## config.mk

```make
export PLATFORM = sky130hd
export DESIGN_NAME = cpc_power_config
export DESIGN_NICKNAME = d
export VERILOG_FILES = /design/src/cpc_interval_timer.v /design/src/cpc_power_config.v
export VERILOG_INCLUDE_DIRS = /design/src /design/src/src
export SDC_FILE = /design/constraint.sdc
export NUM_CORES = 1
export LEC_CHECK = 0
export CAP_MARGIN = 40
export CORE_MARGIN = 1.5
export CORE_UTILIZATION = 57
export CTS_CLUSTER_DIAMETER = 100
export DETAILED_ROUTE_END_ITERATION = 8
export DONT_BUFFER_PORTS = 1
export PLACE_DENSITY = 0.86
export SYNTH_ARGS = -nofsm -noshare
export SYNTH_HDL_FRONTEND = slang
export SYNTH_SLANG_ARGS = --single-unit
```

## constraint.sdc

```tcl
create_clock -name clock -period 2.4 [get_ports clock]
set_clock_uncertainty 0.05 [all_clocks]
set_input_delay 0 -clock clock [delete_from_list [all_inputs] [get_ports clock]]
set_output_delay 0 -clock clock [all_outputs]
set_load 0.02 [all_outputs]
```

## src/cpc_map.vh

```
// Register map, field positions, reset values and timing counts
// Assumes a 100 MHz system clock and a plain address/strobe register port
`ifndef CPC_MAP_VH
`define CPC_MAP_VH
`define CPC_ADDR_POWER_CONFIG 10'h000
`define CPC_ADDR_CAL_ENABLE 10'h001
`define CPC_RESET_POWER_CONFIG 16'h0000
`define CPC_RESET_CAL_ENABLE 16'h0000
`define CPC_POWER_CONFIG_MASK 16'hdfff
`define CPC_F_MODE_LO 0
`define CPC_F_MODE_HI 1
`define CPC_F_DELAY_LO 2
`define CPC_F_DELAY_HI 3
`define CPC_F_STAGES_LO 4
`define CPC_F_STAGES_HI 7
`define CPC_F_DECIM_LO 8
`define CPC_F_DECIM_HI 9
`define CPC_F_RESTORE 10
`define CPC_F_POLARITY 11
`define CPC_F_EXC_GATE 12
`define CPC_F_BIAS_LO 14
`define CPC_F_BIAS_HI 15
`define CPC_F_FPSKIP_LO 12
`define CPC_F_FPSKIP_HI 13
`define CPC_F_LPSKIP_LO 14
`define CPC_F_LPSKIP_HI 15
`define CPC_MODE_FULL 2'h0
`define CPC_MODE_LOW 2'h2
`define CPC_MAX_STAGE_CODE 4'hb
`define CPC_CLOCK_MHZ 100
`define CPC_FULL_INTERVAL_MS 36
`define CPC_LOW_DELAY_STEP_MS 200
`define CPC_CYCLES_PER_MS (`CPC_CLOCK_MHZ * 1000)
`define CPC_FULL_INTERVAL_CYC (`CPC_FULL_INTERVAL_MS * `CPC_CYCLES_PER_MS)
`define CPC_LOW_STEP_CYC (`CPC_LOW_DELAY_STEP_MS * `CPC_CYCLES_PER_MS)
`endif

```

## src/cpc_interval_timer.v

```verilog
// Interval timer: pulses once every load_count cycles while running
// Assumes load_count is stable while run is high; restarts when run drops
`timescale 1ns/1ps
module cpc_interval_timer #(
   parameter WIDTH = 30
) (
   input wire clock,
   input wire rst,
   input wire run,
   input wire [WIDTH-1:0] load_count,
   output reg tick
);
   reg [WIDTH-1:0] count;
   // Count down, reload on expiry
   always @(posedge clock) begin
      if (rst || !run) begin
         count <= {WIDTH{1'b0}};
         tick <= 1'b0;
      end else if (count == {WIDTH{1'b0}}) begin
         count <= load_count - {{(WIDTH-1){1'b0}}, 1'b1};
         tick <= 1'b1;
      end else begin
         count <= count - {{(WIDTH-1){1'b0}}, 1'b1};
         tick <= 1'b0;
      end
   end
endmodule // cpc_interval_timer

```

## src/cpc_power_config.v

```verilog
// Power and calibration configuration for a capacitance converter
// Assumes a single 100 MHz clock and a synchronous, active-high reset
//
// Contract
// Mode 00 runs conversion sequences continuously about every 36 ms.
// Mode 01 or 11 shuts the converter down with no conversions.
// Mode 10 is low power, waking automatically to convert.
// In low power the wake delay is 200, 400, 600 or 800 ms by a two-bit field.
// The stage count is the four-bit field plus one, at most code 1011, twelve stages.
// Decimation is 256 for 00, 128 for 01 and 64 for 10 or 11.
// Writing 1 to the restore bit returns all registers to default and the bit clears.
// Polarity bit 0 makes the interrupt active low, 1 active high, low after reset.
// The gate bit 0 drives excitation onto the sensor pins, 1 withholds it.
// The bias field picks normal, plus 20, plus 35 or plus 50 percent.
// Each of twelve low enable bits turns on calibration for its stage, all off at reset.
// In full power the skip field skips 3, 7, 15 or 31 samples.
// In low power the skip field uses all samples, skips one or skips two.
`timescale 1ns/1ps
`include "cpc_map.vh"
module cpc_power_config #(
   parameter FULL_INTERVAL_CYC = `CPC_FULL_INTERVAL_CYC,
   parameter LOW_STEP_CYC = `CPC_LOW_STEP_CYC,
   parameter NUM_STAGES = 12
) (
   input wire clock,
   input wire rst,
   input wire [9:0] reg_addr,
   input wire [15:0] reg_wdata,
   input wire reg_write,
   input wire reg_read,
   output reg [15:0] reg_rdata,
   input wire irq_request,
   output wire irq_out,
   output wire converter_enable,
   output wire low_power_active,
   output wire sequence_start,
   output reg [3:0] stage_count,
   output reg [8:0] decimation_ratio,
   output wire excitation_gate,
   output wire [1:0] converter_bias_current,
   output reg [6:0] bias_percent,
   output wire [NUM_STAGES-1:0] stage_calibration_enable,
   output reg [5:0] sample_skip
);
   localparam ST_OFF = 3'b001;
   localparam ST_FULL = 3'b010;
   localparam ST_LOW = 3'b100;

   reg [15:0] converter_power_config;
   reg [15:0] stage_calibration_enable_map;
   reg [2:0] state;
   reg [2:0] next_state;
   reg [31:0] load_count;
   wire timer_tick;
   wire [1:0] power_mode;
   wire [1:0] sleep_wake_interval;
   wire irq_output_polarity;
   wire restore_write;

   // Mode field to state
   function [2:0] mode_state;
      input [1:0] mode;
      begin
         case (mode)
            `CPC_MODE_FULL: mode_state = ST_FULL;
            `CPC_MODE_LOW: mode_state = ST_LOW;
            default: mode_state = ST_OFF;
         endcase
      end
   endfunction

   assign power_mode = converter_power_config[`CPC_F_MODE_HI:`CPC_F_MODE_LO];
   assign sleep_wake_interval = converter_power_config[`CPC_F_DELAY_HI:`CPC_F_DELAY_LO];
   assign irq_output_polarity = converter_power_config[`CPC_F_POLARITY];
   assign restore_write = reg_write && (reg_addr == `CPC_ADDR_POWER_CONFIG) && reg_wdata[`CPC_F_RESTORE];

   // Register writes
   always @(posedge clock) begin
      if (rst) begin
         converter_power_config <= `CPC_RESET_POWER_CONFIG;
         stage_calibration_enable_map <= `CPC_RESET_CAL_ENABLE;
      end else if (restore_write) begin
         // Restore defaults
         converter_power_config <= `CPC_RESET_POWER_CONFIG;
         stage_calibration_enable_map <= `CPC_RESET_CAL_ENABLE;
      end else if (reg_write) begin
         case (reg_addr)
            `CPC_ADDR_POWER_CONFIG: converter_power_config <= reg_wdata & `CPC_POWER_CONFIG_MASK;
            `CPC_ADDR_CAL_ENABLE: stage_calibration_enable_map <= reg_wdata;
            default: ;
         endcase
      end
   end

   // Read data, one cycle after the strobe; unmapped reads give zero
   always @(posedge clock) begin
      if (rst) begin
         reg_rdata <= 16'h0000;
      end else if (reg_read) begin
         case (reg_addr)
            `CPC_ADDR_POWER_CONFIG: reg_rdata <= converter_power_config;
            `CPC_ADDR_CAL_ENABLE: reg_rdata <= stage_calibration_enable_map;
            default: reg_rdata <= 16'h0000;
         endcase
      end else begin
         reg_rdata <= 16'h0000;
      end
   end

   // Operating state follows the mode field
   always @* begin
      // Mode decode
      next_state = mode_state(power_mode);
   end

   always @(posedge clock) begin
      if (rst) begin
         state <= ST_OFF;
      end else begin
         state <= next_state;
      end
   end

   // Sequence interval per state
   always @* begin
      case (state)
         ST_FULL: load_count = FULL_INTERVAL_CYC;
         // Wake delay steps
         ST_LOW: load_count = LOW_STEP_CYC * ({30'h0, sleep_wake_interval} + 32'h1);
         default: load_count = 32'h1;
      endcase
   end

   // Timer halted when off
   cpc_interval_timer #(
      .WIDTH(32)
   ) u_timer (
      .clock(clock),
      .rst(rst),
      .run(state != ST_OFF),
      .load_count(load_count),
      .tick(timer_tick)
   );

   // Low power wake-up
   assign sequence_start = timer_tick && (state != ST_OFF);
   assign converter_enable = (state != ST_OFF);
   assign low_power_active = (state == ST_LOW);

   // Decoded converter settings
   always @(posedge clock) begin
      if (rst) begin
         stage_count <= 4'h1;
         decimation_ratio <= 9'h100;
         bias_percent <= 7'h00;
      end else begin
         // Stages plus one, clamped
         if (converter_power_config[`CPC_F_STAGES_HI:`CPC_F_STAGES_LO] > `CPC_MAX_STAGE_CODE) begin
            stage_count <= 4'hc;
         end else begin
            stage_count <= converter_power_config[`CPC_F_STAGES_HI:`CPC_F_STAGES_LO] + 4'h1;
         end
         // Decimation ratio
         case (converter_power_config[`CPC_F_DECIM_HI:`CPC_F_DECIM_LO])
            2'h0: decimation_ratio <= 9'h100;
            2'h1: decimation_ratio <= 9'h080;
            default: decimation_ratio <= 9'h040;
         endcase
         // Bias increase
         case (converter_power_config[`CPC_F_BIAS_HI:`CPC_F_BIAS_LO])
            2'h0: bias_percent <= 7'h00;
            2'h1: bias_percent <= 7'h14;
            2'h2: bias_percent <= 7'h23;
            default: bias_percent <= 7'h32;
         endcase
      end
   end

   // Samples skipped for averaging
   always @(posedge clock) begin
      if (rst) begin
         sample_skip <= 6'h03;
      end else if (state == ST_LOW) begin
         // Low power skip
         case (stage_calibration_enable_map[`CPC_F_LPSKIP_HI:`CPC_F_LPSKIP_LO])
            2'h0: sample_skip <= 6'h00;
            2'h1: sample_skip <= 6'h01;
            default: sample_skip <= 6'h02;
         endcase
      end else begin
         // Full power skip
         case (stage_calibration_enable_map[`CPC_F_FPSKIP_HI:`CPC_F_FPSKIP_LO])
            2'h0: sample_skip <= 6'h03;
            2'h1: sample_skip <= 6'h07;
            2'h2: sample_skip <= 6'h0f;
            default: sample_skip <= 6'h1f;
         endcase
      end
   end

   // Interrupt polarity
   assign irq_out = irq_output_polarity ? irq_request : ~irq_request;
   // Excitation gate
   assign excitation_gate = converter_power_config[`CPC_F_EXC_GATE];
   assign converter_bias_current = converter_power_config[`CPC_F_BIAS_HI:`CPC_F_BIAS_LO];
   // Per-stage calibration
   assign stage_calibration_enable = stage_calibration_enable_map[NUM_STAGES-1:0];
endmodule // cpc_power_config

```

==> results of run 1 <==
flip-flops by register name (all words and copies together) (netlist names):
name / flops
decimation_ratio: 3
stage_count: 4
sample_skip: 5
bias_percent: 4
stage_calibration_enable_map: 16
reg_rdata: 16
converter_power_config: 15
u_timer.count: 32
state: 3
u_timer.tick: 1
synthesized netlist by cell type (4+ instances only):
master | instances | area, µm²
inv_1 | 10 | 37.5
xor2_1 | 8 | 70.1
dfxtp_1 | 99 | 1980
or2_2 | 5 | 31.3
a22oi_1 | 15 | 113
clkbuf_1 | 14 | 52.6
xnor2_1 | 23 | 201
a211oi_1 | 20 | 150
nand2_1 | 80 | 300
nor3_1 | 18 | 90.1
nand4_1 | 6 | 37.5
nor2_1 | 40 | 150
nand3_1 | 6 | 30.0
nor4_1 | 11 | 68.8
nor2b_1 | 7 | 43.8
buf_4 | 30 | 225
or4_1 | 5 | 37.5
ha_1 | 12 | 150
a21oi_1 | 47 | 235
nor3b_1 | 8 | 60.1
or3_1 | 5 | 31.3
nor4_4 | 4 | 85.1
o21ai_0 | 7 | 35.0
cell families (layout without fill, tap and decap cells):
| family | after synthesis | count (layout) |
|---|---|---|
| other cells | 1 | 9 |
| compound gates | 104 | 104 |
| flops | 99 | 99 |
| mux | 1 | 1 |
| buf+inv | 60 | 78 |
| xor+xnor | 31 | 31 |
| fa+ha+maj | 12 | 12 |
| simple gates | 215 | 215 |
metal layers:
| layer | vias up | track usage | wire, µm |
|---|---|---|---|
| met1 | 1862 | 0.336 | 4710 |
| met4 | 0 | 0.0922 | 212 |
| met2 | 192 | 0.491 | 5990 |
| met3 | 22 | 0.0878 | 885 |
| li1 | 1831 | - | - |
| met5 | - | 0 | 0 |
stage by stage:
| stage | hold slack [ns] | cells |
|---|---|---|
| 4_1_cts | 0.0152 | 651 |
| 6_report | 0.0320 | 651 |
| 3_5_place_dp | 0.0297 | 609 |
| 3_3_place_gp | 0.0317 | 609 |
| 5_1_grt | 0.0275 | 651 |
| 2_1_floorplan | 0.0782 | 531 |
power by group:
group	total [mW]	leakage, nW	switching (mW)	internal, mW
clock network	1.11	0.107	0.683	0.424
logic	1.84	0.956	1.02	0.825
registers	1.93	0.803	0.156	1.78
total	4.88	1.87	1.85	3.03
worst max-delay path, cell delays in order:
cell and delay, ns:
dlygate4sd3_1 0.57, nor4_4 0.51, buf_4 0.29, nand2_1 0.33
nand2_1 0.18, a21oi_1 0.09, dlygate4sd3_1 0.57
timing repair:
item,in CTS,in global routing
endpoints found under the hold margin,70,0
hold buffers,26,0
gates resized for setup,0,2
endpoints found under the setup margin,0,1
cell usage in the layout, fill, tap and decap left out, types with 2 or more instances in the layout:
cell	netlist	layout
dfxtp_1	99	97
nand2_1	80	80
a21oi_1	47	47
nor2_1	40	40
dlygate4sd3_1	0	26
buf_4	30	24
xnor2_1	23	23
a211oi_1	20	20
nor3_1	18	18
a22oi_1	15	15
ha_1	12	12
nor4_1	11	11
inv_1	10	10
conb_1	1	9
clkbuf_8	0	9
nor3b_1	8	8
xor2_1	8	8
nor2b_1	7	7
o21ai_0	7	7
nand3_1	6	6
nand4_1	6	6
or2_2	5	5
or3_1	5	5
or4_1	5	5
nor4_4	4	4
clkinv_8	0	4
and2_1	3	3
and3_1	3	3
a31oi_1	3	3
or4_4	2	2
nand2b_1	2	2
or3_4	2	2
nand3b_1	2	2
a211oi_2	2	2
dfxtp_2	0	2
area by class of cell:
class / instances / area share
Inverter: 11 / 0.00807
Clock inverter: 7 / 0.0183
Multi-Input combinational cell: 372 / 0.446
Sequential cell: 99 / 0.388
Clock buffer: 9 / 0.0242
Tap cell: 102 / 0.0250
Timing Repair Buffer: 51 / 0.0900
path summary, 6_finish.rpt:
kind,from,end,slack (ns),depth (start not counted)
max,reg_addr[0],converter_power_config[6]$_SDFFE_PP0P_,0.10,7
min reg2reg,converter_power_config[1]$_SDFFE_PP0P_,state[1]$_SDFF_PP0_,0.43,1
max reg2reg,u_timer.count[0]$_SDFF_PP0_,u_timer.count[17]$_SDFF_PP0_,0.15,8
min,reg_addr[8],reg_rdata[15]$_SDFF_PP0_,0.03,4
==> run summary, run 1 <==
Clock Path Buffers: 2
Largest net degree at the start of global routing: 29
Die area: 8600 µm²
Worst setup margin: 0.103 ns
Core Region: 7770 µm²
DRC Markers: 0
Htree depth: 3
Final period util: 0.957
Slew HR: 0.537
Post-CTS Setup Inserts: 0
Post-synthesis cell count: 523
Antenna viol nets, final: 0
FF/Latch Area: 1980 µm²
Hpwl dp: 7560 µm
Die span in y: 92.8 µm
Design Area, Final: 5110 µm²
Clk slew on worst S/H paths: 0.12 ns
Die Wd: 92.8 µm
Post-synth ARST share: 0
Synth Area in Simple Gates: 0.250
Worst IR drop on VDD: 471 µV
CP Launch Type: input port
Final min period: 2.30 ns
Critical Path AT: 2.53 ns
Routed len/inst: 18.1 µm
Overflow after GRT: 0
Crit Path Class: in -> reg
Vias: 3907
Worst min-delay path class: in -> reg
Starting Density: 0.591
Initial DRC count: 321
CTS tree: done
Clk sink count: 99
Final core utilization: 0.659
Worst-skew pair later-pin latency: 0.39 ns
WL final: 11800 µm
Multi-input logic area: 2280 µm²
Post-synthesis compound-gate area fraction: 0.146
Crit end category: register
YS warnings: 0
IO Port Bufs: 0
Standard-cell row count: 32
Max FO, Critical Path: 14
Max Fclk: 0.435 GHz
Max-cap check violation count: 0
Number of inserted diodes: 0
RSZ-0062 raised after global routing: false
Least-Margin Pin Slew: 0.692 ns
Sequential share of the synthesized area: 0.432
Pwr/cell area: 955 nW/µm²
Leak: 1.87 nW
Clock root buffer: clkbuf_8
Xor-xnor portion of the synthesized cell area: 0.0591
Setup_tns: 0 ns
Post-synthesis adder-cell area fraction: 0.0327
Pre-CTS setup slack: 0.100 ns
Final Hold Fails: 0
Vias in the first global route: 3892
Post-synth EDFFs: 0
RePlAce Congestion: 0.900
Status: complete, no violations
Fillers: 624
Post-synth top flop: dfxtp_1
GRT Util Overall: 0.285
Synthesized area: 4590 µm²
Register bit total from synthesis: 99
Layout cells sized above 1: 0.113
Antenna violations before repair: 0
First-pass GRT wire length: 19100 µm
Total power: 4.88 mW
Area Overhead vs Synth: 11.4%
Multiplexer share of the synthesized area: 0.00218
Worst EP required: 2.64 ns
Yosys cell types: 52
DR pass1 iterations: 5
CTS buffer count: 9
Nets: 587
Number of I/O pins: 92
Setup Viol. Count Final: 0
Vias per cell: 6.00
Largest family of logic cells by synthesized area: simple AND/OR/NAND/NOR gates
Max-slew violation count: 0
Post-synthesis area per instance: 8.78 µm²
Placed Area: 4630 µm²
Power figures use the tool's default switching activity.
==> run 2, diff against run 1 <==
--- a/config.mk
+++ b/config.mk
@@ -8,11 +8,11 @@
 export LEC_CHECK = 0
 export CAP_MARGIN = 40
 export CORE_MARGIN = 1.5
-export CORE_UTILIZATION = 57
+export CORE_UTILIZATION = 60
 export CTS_CLUSTER_DIAMETER = 100
 export DETAILED_ROUTE_END_ITERATION = 8
 export DONT_BUFFER_PORTS = 1
-export PLACE_DENSITY = 0.86
+export PLACE_DENSITY = 0.87
 export SYNTH_ARGS = -nofsm -noshare
 export SYNTH_HDL_FRONTEND = slang
 export SYNTH_SLANG_ARGS = --single-unit
==> constraint.sdc (replaced) <==
create_clock -name clock -period 2.7 [get_ports clock]
set_clock_uncertainty 0.05 [all_clocks]
set_input_delay 0 -clock clock [delete_from_list [all_inputs] [get_ports clock]]
set_output_delay 0 -clock clock [all_outputs]
set_load 0.02 [all_outputs]
==> run summary, run 2 (synthesized netlist as in run 1, its figures left out) <==
Die area: 8190 µm²
Die span in y: 90.5 µm
Critical path's top delay family: simple AND/OR/NAND/NOR gates
Antenna viol nets, final: 0
Setup crit start: reg_addr[8]
Largest registers: u_timer.count: 32 flops, reg_rdata: 16 flops, stage_calibration_enable_map: 16 flops
Clock Path Buffers: 2
Final period util: 0.989
Vias in the first global route: 3904
WL final: 12100 µm
Layout cells sized above 1: 0.103
Number of inserted diodes: 0
Leak: 1.84 nW
Worst min-delay path class: in -> reg
CP Buf/Inv Count: 2
Slew HR: 0.556
Core Region: 7330 µm²
Reg2reg start: converter_power_config[3]$_SDFFE_PP0P_
Min-delay src: rst
Vias per cell: 6.33
Slowest stage delay, CP: 0.56 ns
Routed len/inst: 18.8 µm
Dpl cells: 600
Worst IR drop on VDD: 437 µV
Most common cell after layout, fill and taps aside: dfxtp_1
Status: complete, no violations
Critical Path AT: 2.90 ns
Nets: 583
Hpwl dp: 7320 µm
DR pass1 iterations: 5
IO Port Bufs: 0
Max Fclk: 0.375 GHz
Standard-cell row count: 31
Setup_tns: 0 ns
Htree depth: 3
Clk slew on worst S/H paths: 0.12 ns
Area Overhead vs Synth: 10.6%
Vias: 4074
Final core utilization: 0.693
Max-cap check violation count: 0
Clock root buffer: clkbuf_8
Max reg flops: 32
Most frequent cells in the layout: dfxtp_1 (99), nand2_1 (79), a21oi_1 (47)
Total power: 4.31 mW
DRC Markers: 0
CTS buffer count: 9
RSZ-0062 raised after global routing: false
Largest net degree at the start of global routing: 22
Final Hold Fails: 0
Overflow after GRT: 0
RePlAce Congestion: 0.889
Max FO, Critical Path: 14
Crit Path Class: in -> reg
Antenna violations before repair: 0
Starting Density: 0.626
WHS: 0.0364 ns
Max-slew violation count: 0
Die Wd: 90.5 µm
CP Launch Type: input port
Worst-skew pair later-pin latency: 0.38 ns
First-pass GRT wire length: 18700 µm
CTS tree: done
Pwr/cell area: 847 nW/µm²
Setup Viol. Count Final: 0
Slowest CP cell: dlygate4sd3_1
GRT Util Overall: 0.281
Clk sink count: 99
Post-CTS Setup Inserts: 0
Least-Margin Pin Slew: 0.664 ns
Final min period: 2.67 ns
Initial DRC count: 378
Post-Layout Cell Count: 644
Worst EP required: 2.93 ns
Largest Register: u_timer.count
Number of I/O pins: 92
Crit end category: register
Crit-path cells: dlygate4sd3_1 > or4_4 > nor4_4 > nand2_1 > nand2_1 > a21oi_1 > dlygate4sd3_1
## run 2: changes by cell type in the layout (fill, tap and decap cells not counted), sizes merged
cell	previous run	this run
buf	25	19
clkinv	6	4
inv	12	14
dlygate4sd3	26	28
## run 2: stage by stage
step                area [µm²]  setup slack [ns]
CTS                       5070            0.0698
detailed placement        4590             0.291
global route              5080           0.00831
finish                    5080            0.0305
global placement          4590             0.406
floorplan                 4620             0.139
## run 2: cell type report
class	count	area, µm²
multi-input cells	372	2290
fillers	490	2250
flip-flops and latches	99	1980
repair buffers	47	435
clock buffers	9	124
well taps	99	124
clock inverters	7	86.3
inverters	11	41.3
## run 2: path summary, 6_finish.rpt
path	slack [ns]	cells past startpoint	end
worst min register to register	0.46	1	converter_power_config[10]$_SDFFE_PP0P_
worst max register to register	0.20	8	u_timer.count[12]$_SDFF_PP0_
worst max-delay path	0.03	7	converter_power_config[7]$_SDFFE_PP0P_
worst min-delay path	0.04	2	u_timer.count[9]$_SDFF_PP0_
## run 2: repair_timing
item	4_1_cts	5_1_grt
hold endpoints to repair	69	5
endpoints found under the setup margin	0	1
gates resized for setup	0	2
hold buffers	27	1
## run 2: report_power, final
group / internal (mW) / total, mW / switching [mW]
logic: 0.703 / 1.59 / 0.885
clock network: 0.378 / 0.994 / 0.616
registers: 1.58 / 1.72 / 0.142
## run 2: layer usage
| metal | global-route usage | vias to the layer above | wire length, µm |
|---|---|---|---|
| li1 | - | 1826 | - |
| met1 | 0.337 | 1923 | 4610 |
| met4 | 0.128 | 0 | 435 |
| met3 | 0.0657 | 56 | 1100 |
| met5 | 0 | - | 0 |
| met2 | 0.476 | 269 | 5960 |
==> run 3, diff against run 2 <==
--- a/config.mk
+++ b/config.mk
@@ -9,6 +9,7 @@
 export CAP_MARGIN = 40
 export CORE_MARGIN = 1.5
 export CORE_UTILIZATION = 60
+export CTS_BUF_LIST = sky130_fd_sc_hd__clkbuf_4
 export CTS_CLUSTER_DIAMETER = 100
 export DETAILED_ROUTE_END_ITERATION = 8
 export DONT_BUFFER_PORTS = 1
==> run summary, run 3 (synthesized netlist as in run 1, its figures left out) <==
Worst min-delay path class: in -> reg
Standard-cell row count: 31
Worst IR drop on VDD: 440 µV
Sw Ratio: 0.391
Least-Margin Pin Slew: 0.705 ns
Largest registers: u_timer.count: 32 flops, reg_rdata: 16 flops, stage_calibration_enable_map: 16 flops
Vias per cell: 6.27
DRT met1 WL: 4550 µm
Overflow after GRT: 0
Slack of the worst reg-to-reg path: 0.20 ns
Largest net degree at the start of global routing: 22
Die Wd: 90.5 µm
Min-delay src: reg_write
Vias: 4053
Clk slew on worst S/H paths: 0.20 ns
Setup_tns: 0 ns
IO Port Bufs: 0
CP Launch Type: input port
Total power: 4.14 mW
Clock root buffer: clkbuf_4
Final period util: 0.992
Max reg flops: 32
Initial DRC count: 344
Critical Path AT: 3.00 ns
Hold Path End: stage_calibration_enable_map[5]$_SDFFE_PP0P_
Die span in y: 90.5 µm
RePlAce Congestion: 0.889
GRT Util Overall: 0.287
Final min period: 2.68 ns
Sw Pwr: 1.62 mW
Clk sink count: 99
RSZ-0062 raised after global routing: false
Vias in the first global route: 3897
CTS resizes: 0
Setup Viol. Count Final: 0
Crit-path cells: dlygate4sd3_1 > or4_4 > nor4_4 > buf_4 > nand2_1 > nand2_1 > a21oi_1 > dlygate4sd3_1
Clk pwr share: 0.199
Worst reg2reg path depth: 8
Crit Path Class: in -> reg
Die area: 8190 µm²
Worst EP required: 3.02 ns
Htree depth: 3
Max Fclk: 0.373 GHz
First-pass GRT wire length: 19000 µm
Slowest stage delay, CP: 0.57 ns
CTS tree: done
WL final: 11700 µm
Largest Register: u_timer.count
Crit end category: register
WL met2: 5680 µm
Reg2reg end: u_timer.count[12]$_SDFF_PP0_
Status: complete, no violations
Antenna viol nets, final: 0
Worst-skew pair later-pin latency: 0.46 ns
Layout cells sized above 1: 0.0987
Max-cap check violation count: 0
Core Region: 7330 µm²
DRC Markers: 0
Most common cell after layout, fill and taps aside: dfxtp_1
CTS buffer count: 9
Nets: 585
Area Overhead vs Synth: 9.75%
Uppermost layer routed: met4
Routed len/inst: 18.2 µm
P_int: 2.52 mW
Most frequent cells in the layout: dfxtp_1 (99), nand2_1 (80), a21oi_1 (47)
Pwr/cell area: 821 nW/µm²
Number of inserted diodes: 0
Reg2reg start: converter_power_config[3]$_SDFFE_PP0P_
Min-Delay Path Depth: 3
Starting Density: 0.626
Leak: 1.83 nW
DR pass1 iterations: 5
Max-slew violation count: 0
Slew HR: 0.529
Final Hold Fails: 0
Antenna violations before repair: 0
WHS: 0.0261 ns
Hpwl dp: 7320 µm
Max FO, Critical Path: 16
DR WL met3: 1090 µm
Slowest CP cell: dlygate4sd3_1
Number of I/O pins: 92
Clock Path Buffers: 2
Comb pwr share: 0.384
Register share of total power: 0.417
==> run 3: cell types whose count changed in the layout (fill, tap and decap cells not counted) <==
| cell | change |
|---|---|
| clkbuf_4 | +9 |
| clkbuf_8 | -9 |
| dlygate4sd3_1 | +2 |
| and2_1 | +1 |
| and2_2 | -1 |
| nand2_1 | +1 |
| nand2_2 | -1 |
==> run 3: worst max-delay path: cells and delay by family <==
family | cells | cell delay [ns]
simple gates | 4 | 1.53
buf+inv | 3 | 1.38
compound gates | 1 | 0.10
==> run 3: through the flow <==
stage                     setup WS [ns]  instance area (µm²)  instances  utilization
after CTS                         0.210                 5040        646        0.687
after global placement            0.406                 4590        600        0.626
final                            0.0212                 5040        646        0.687
after global routing           0.000353                 5040        646        0.687
after detailed placement          0.291                 4590        600        0.626
after floorplan                   0.139                 4620        531            -
==> run 3: layout make-up <==
| cell class | instances | area [µm²] |
|---|---|---|
| clock buffers | 9 | 67.6 |
| clock inverters | 7 | 86.3 |
| fillers | 501 | 2290 |
| inverters | 11 | 41.3 |
| multi-input cells | 372 | 2280 |
| flip-flops and latches | 99 | 1980 |
| well taps | 99 | 124 |
| repair buffers | 49 | 455 |
==> run 3: power by group through the flow <==
stage | Clock [mW] | Combinational [mW] | Sequential (mW)
after floorplan | 0 | 1.17 | 1.72
after global placement | 0 | 1.49 | 1.74
after detailed placement | 0 | 1.52 | 1.75
after CTS | 0.829 | 1.57 | 1.72
after global routing | 0.885 | 1.74 | 1.74
final | 0.825 | 1.59 | 1.73
==> run 3: how the worst max path moves through the flow <==
stage                                            from                                      endpoint  slack [ns]  cells after the start
6_report                                  reg_addr[6]  stage_calibration_enable_map[0]$_SDFFE_PP0P_        0.02                      8
5_1_grt                                   reg_addr[6]  stage_calibration_enable_map[0]$_SDFFE_PP0P_      0.0004                      8
4_1_cts                                   reg_addr[6]  stage_calibration_enable_map[0]$_SDFFE_PP0P_        0.21                      8
3_5_place_dp              u_timer.count[0]$_SDFF_PP0_                  u_timer.count[14]$_SDFF_PP0_        0.29                      8
3_3_place_gp              u_timer.count[0]$_SDFF_PP0_                  u_timer.count[17]$_SDFF_PP0_        0.41                      8
2_1_floorplan  converter_power_config[2]$_SDFFE_PP0P_                  u_timer.count[11]$_SDFF_PP0_        0.14                     10
==> run 3: what timing repair did <==
item,in CTS,in global routing
endpoints found under the hold margin,99,0
buffers inserted,0,0
hold buffers,30,0
==> run 3: layer usage <==
layer,track usage,vias up
met3,0.0833,61
met2,0.471,250
li1,-,1834
met4,0.126,0
met5,0,-
met1,0.350,1908
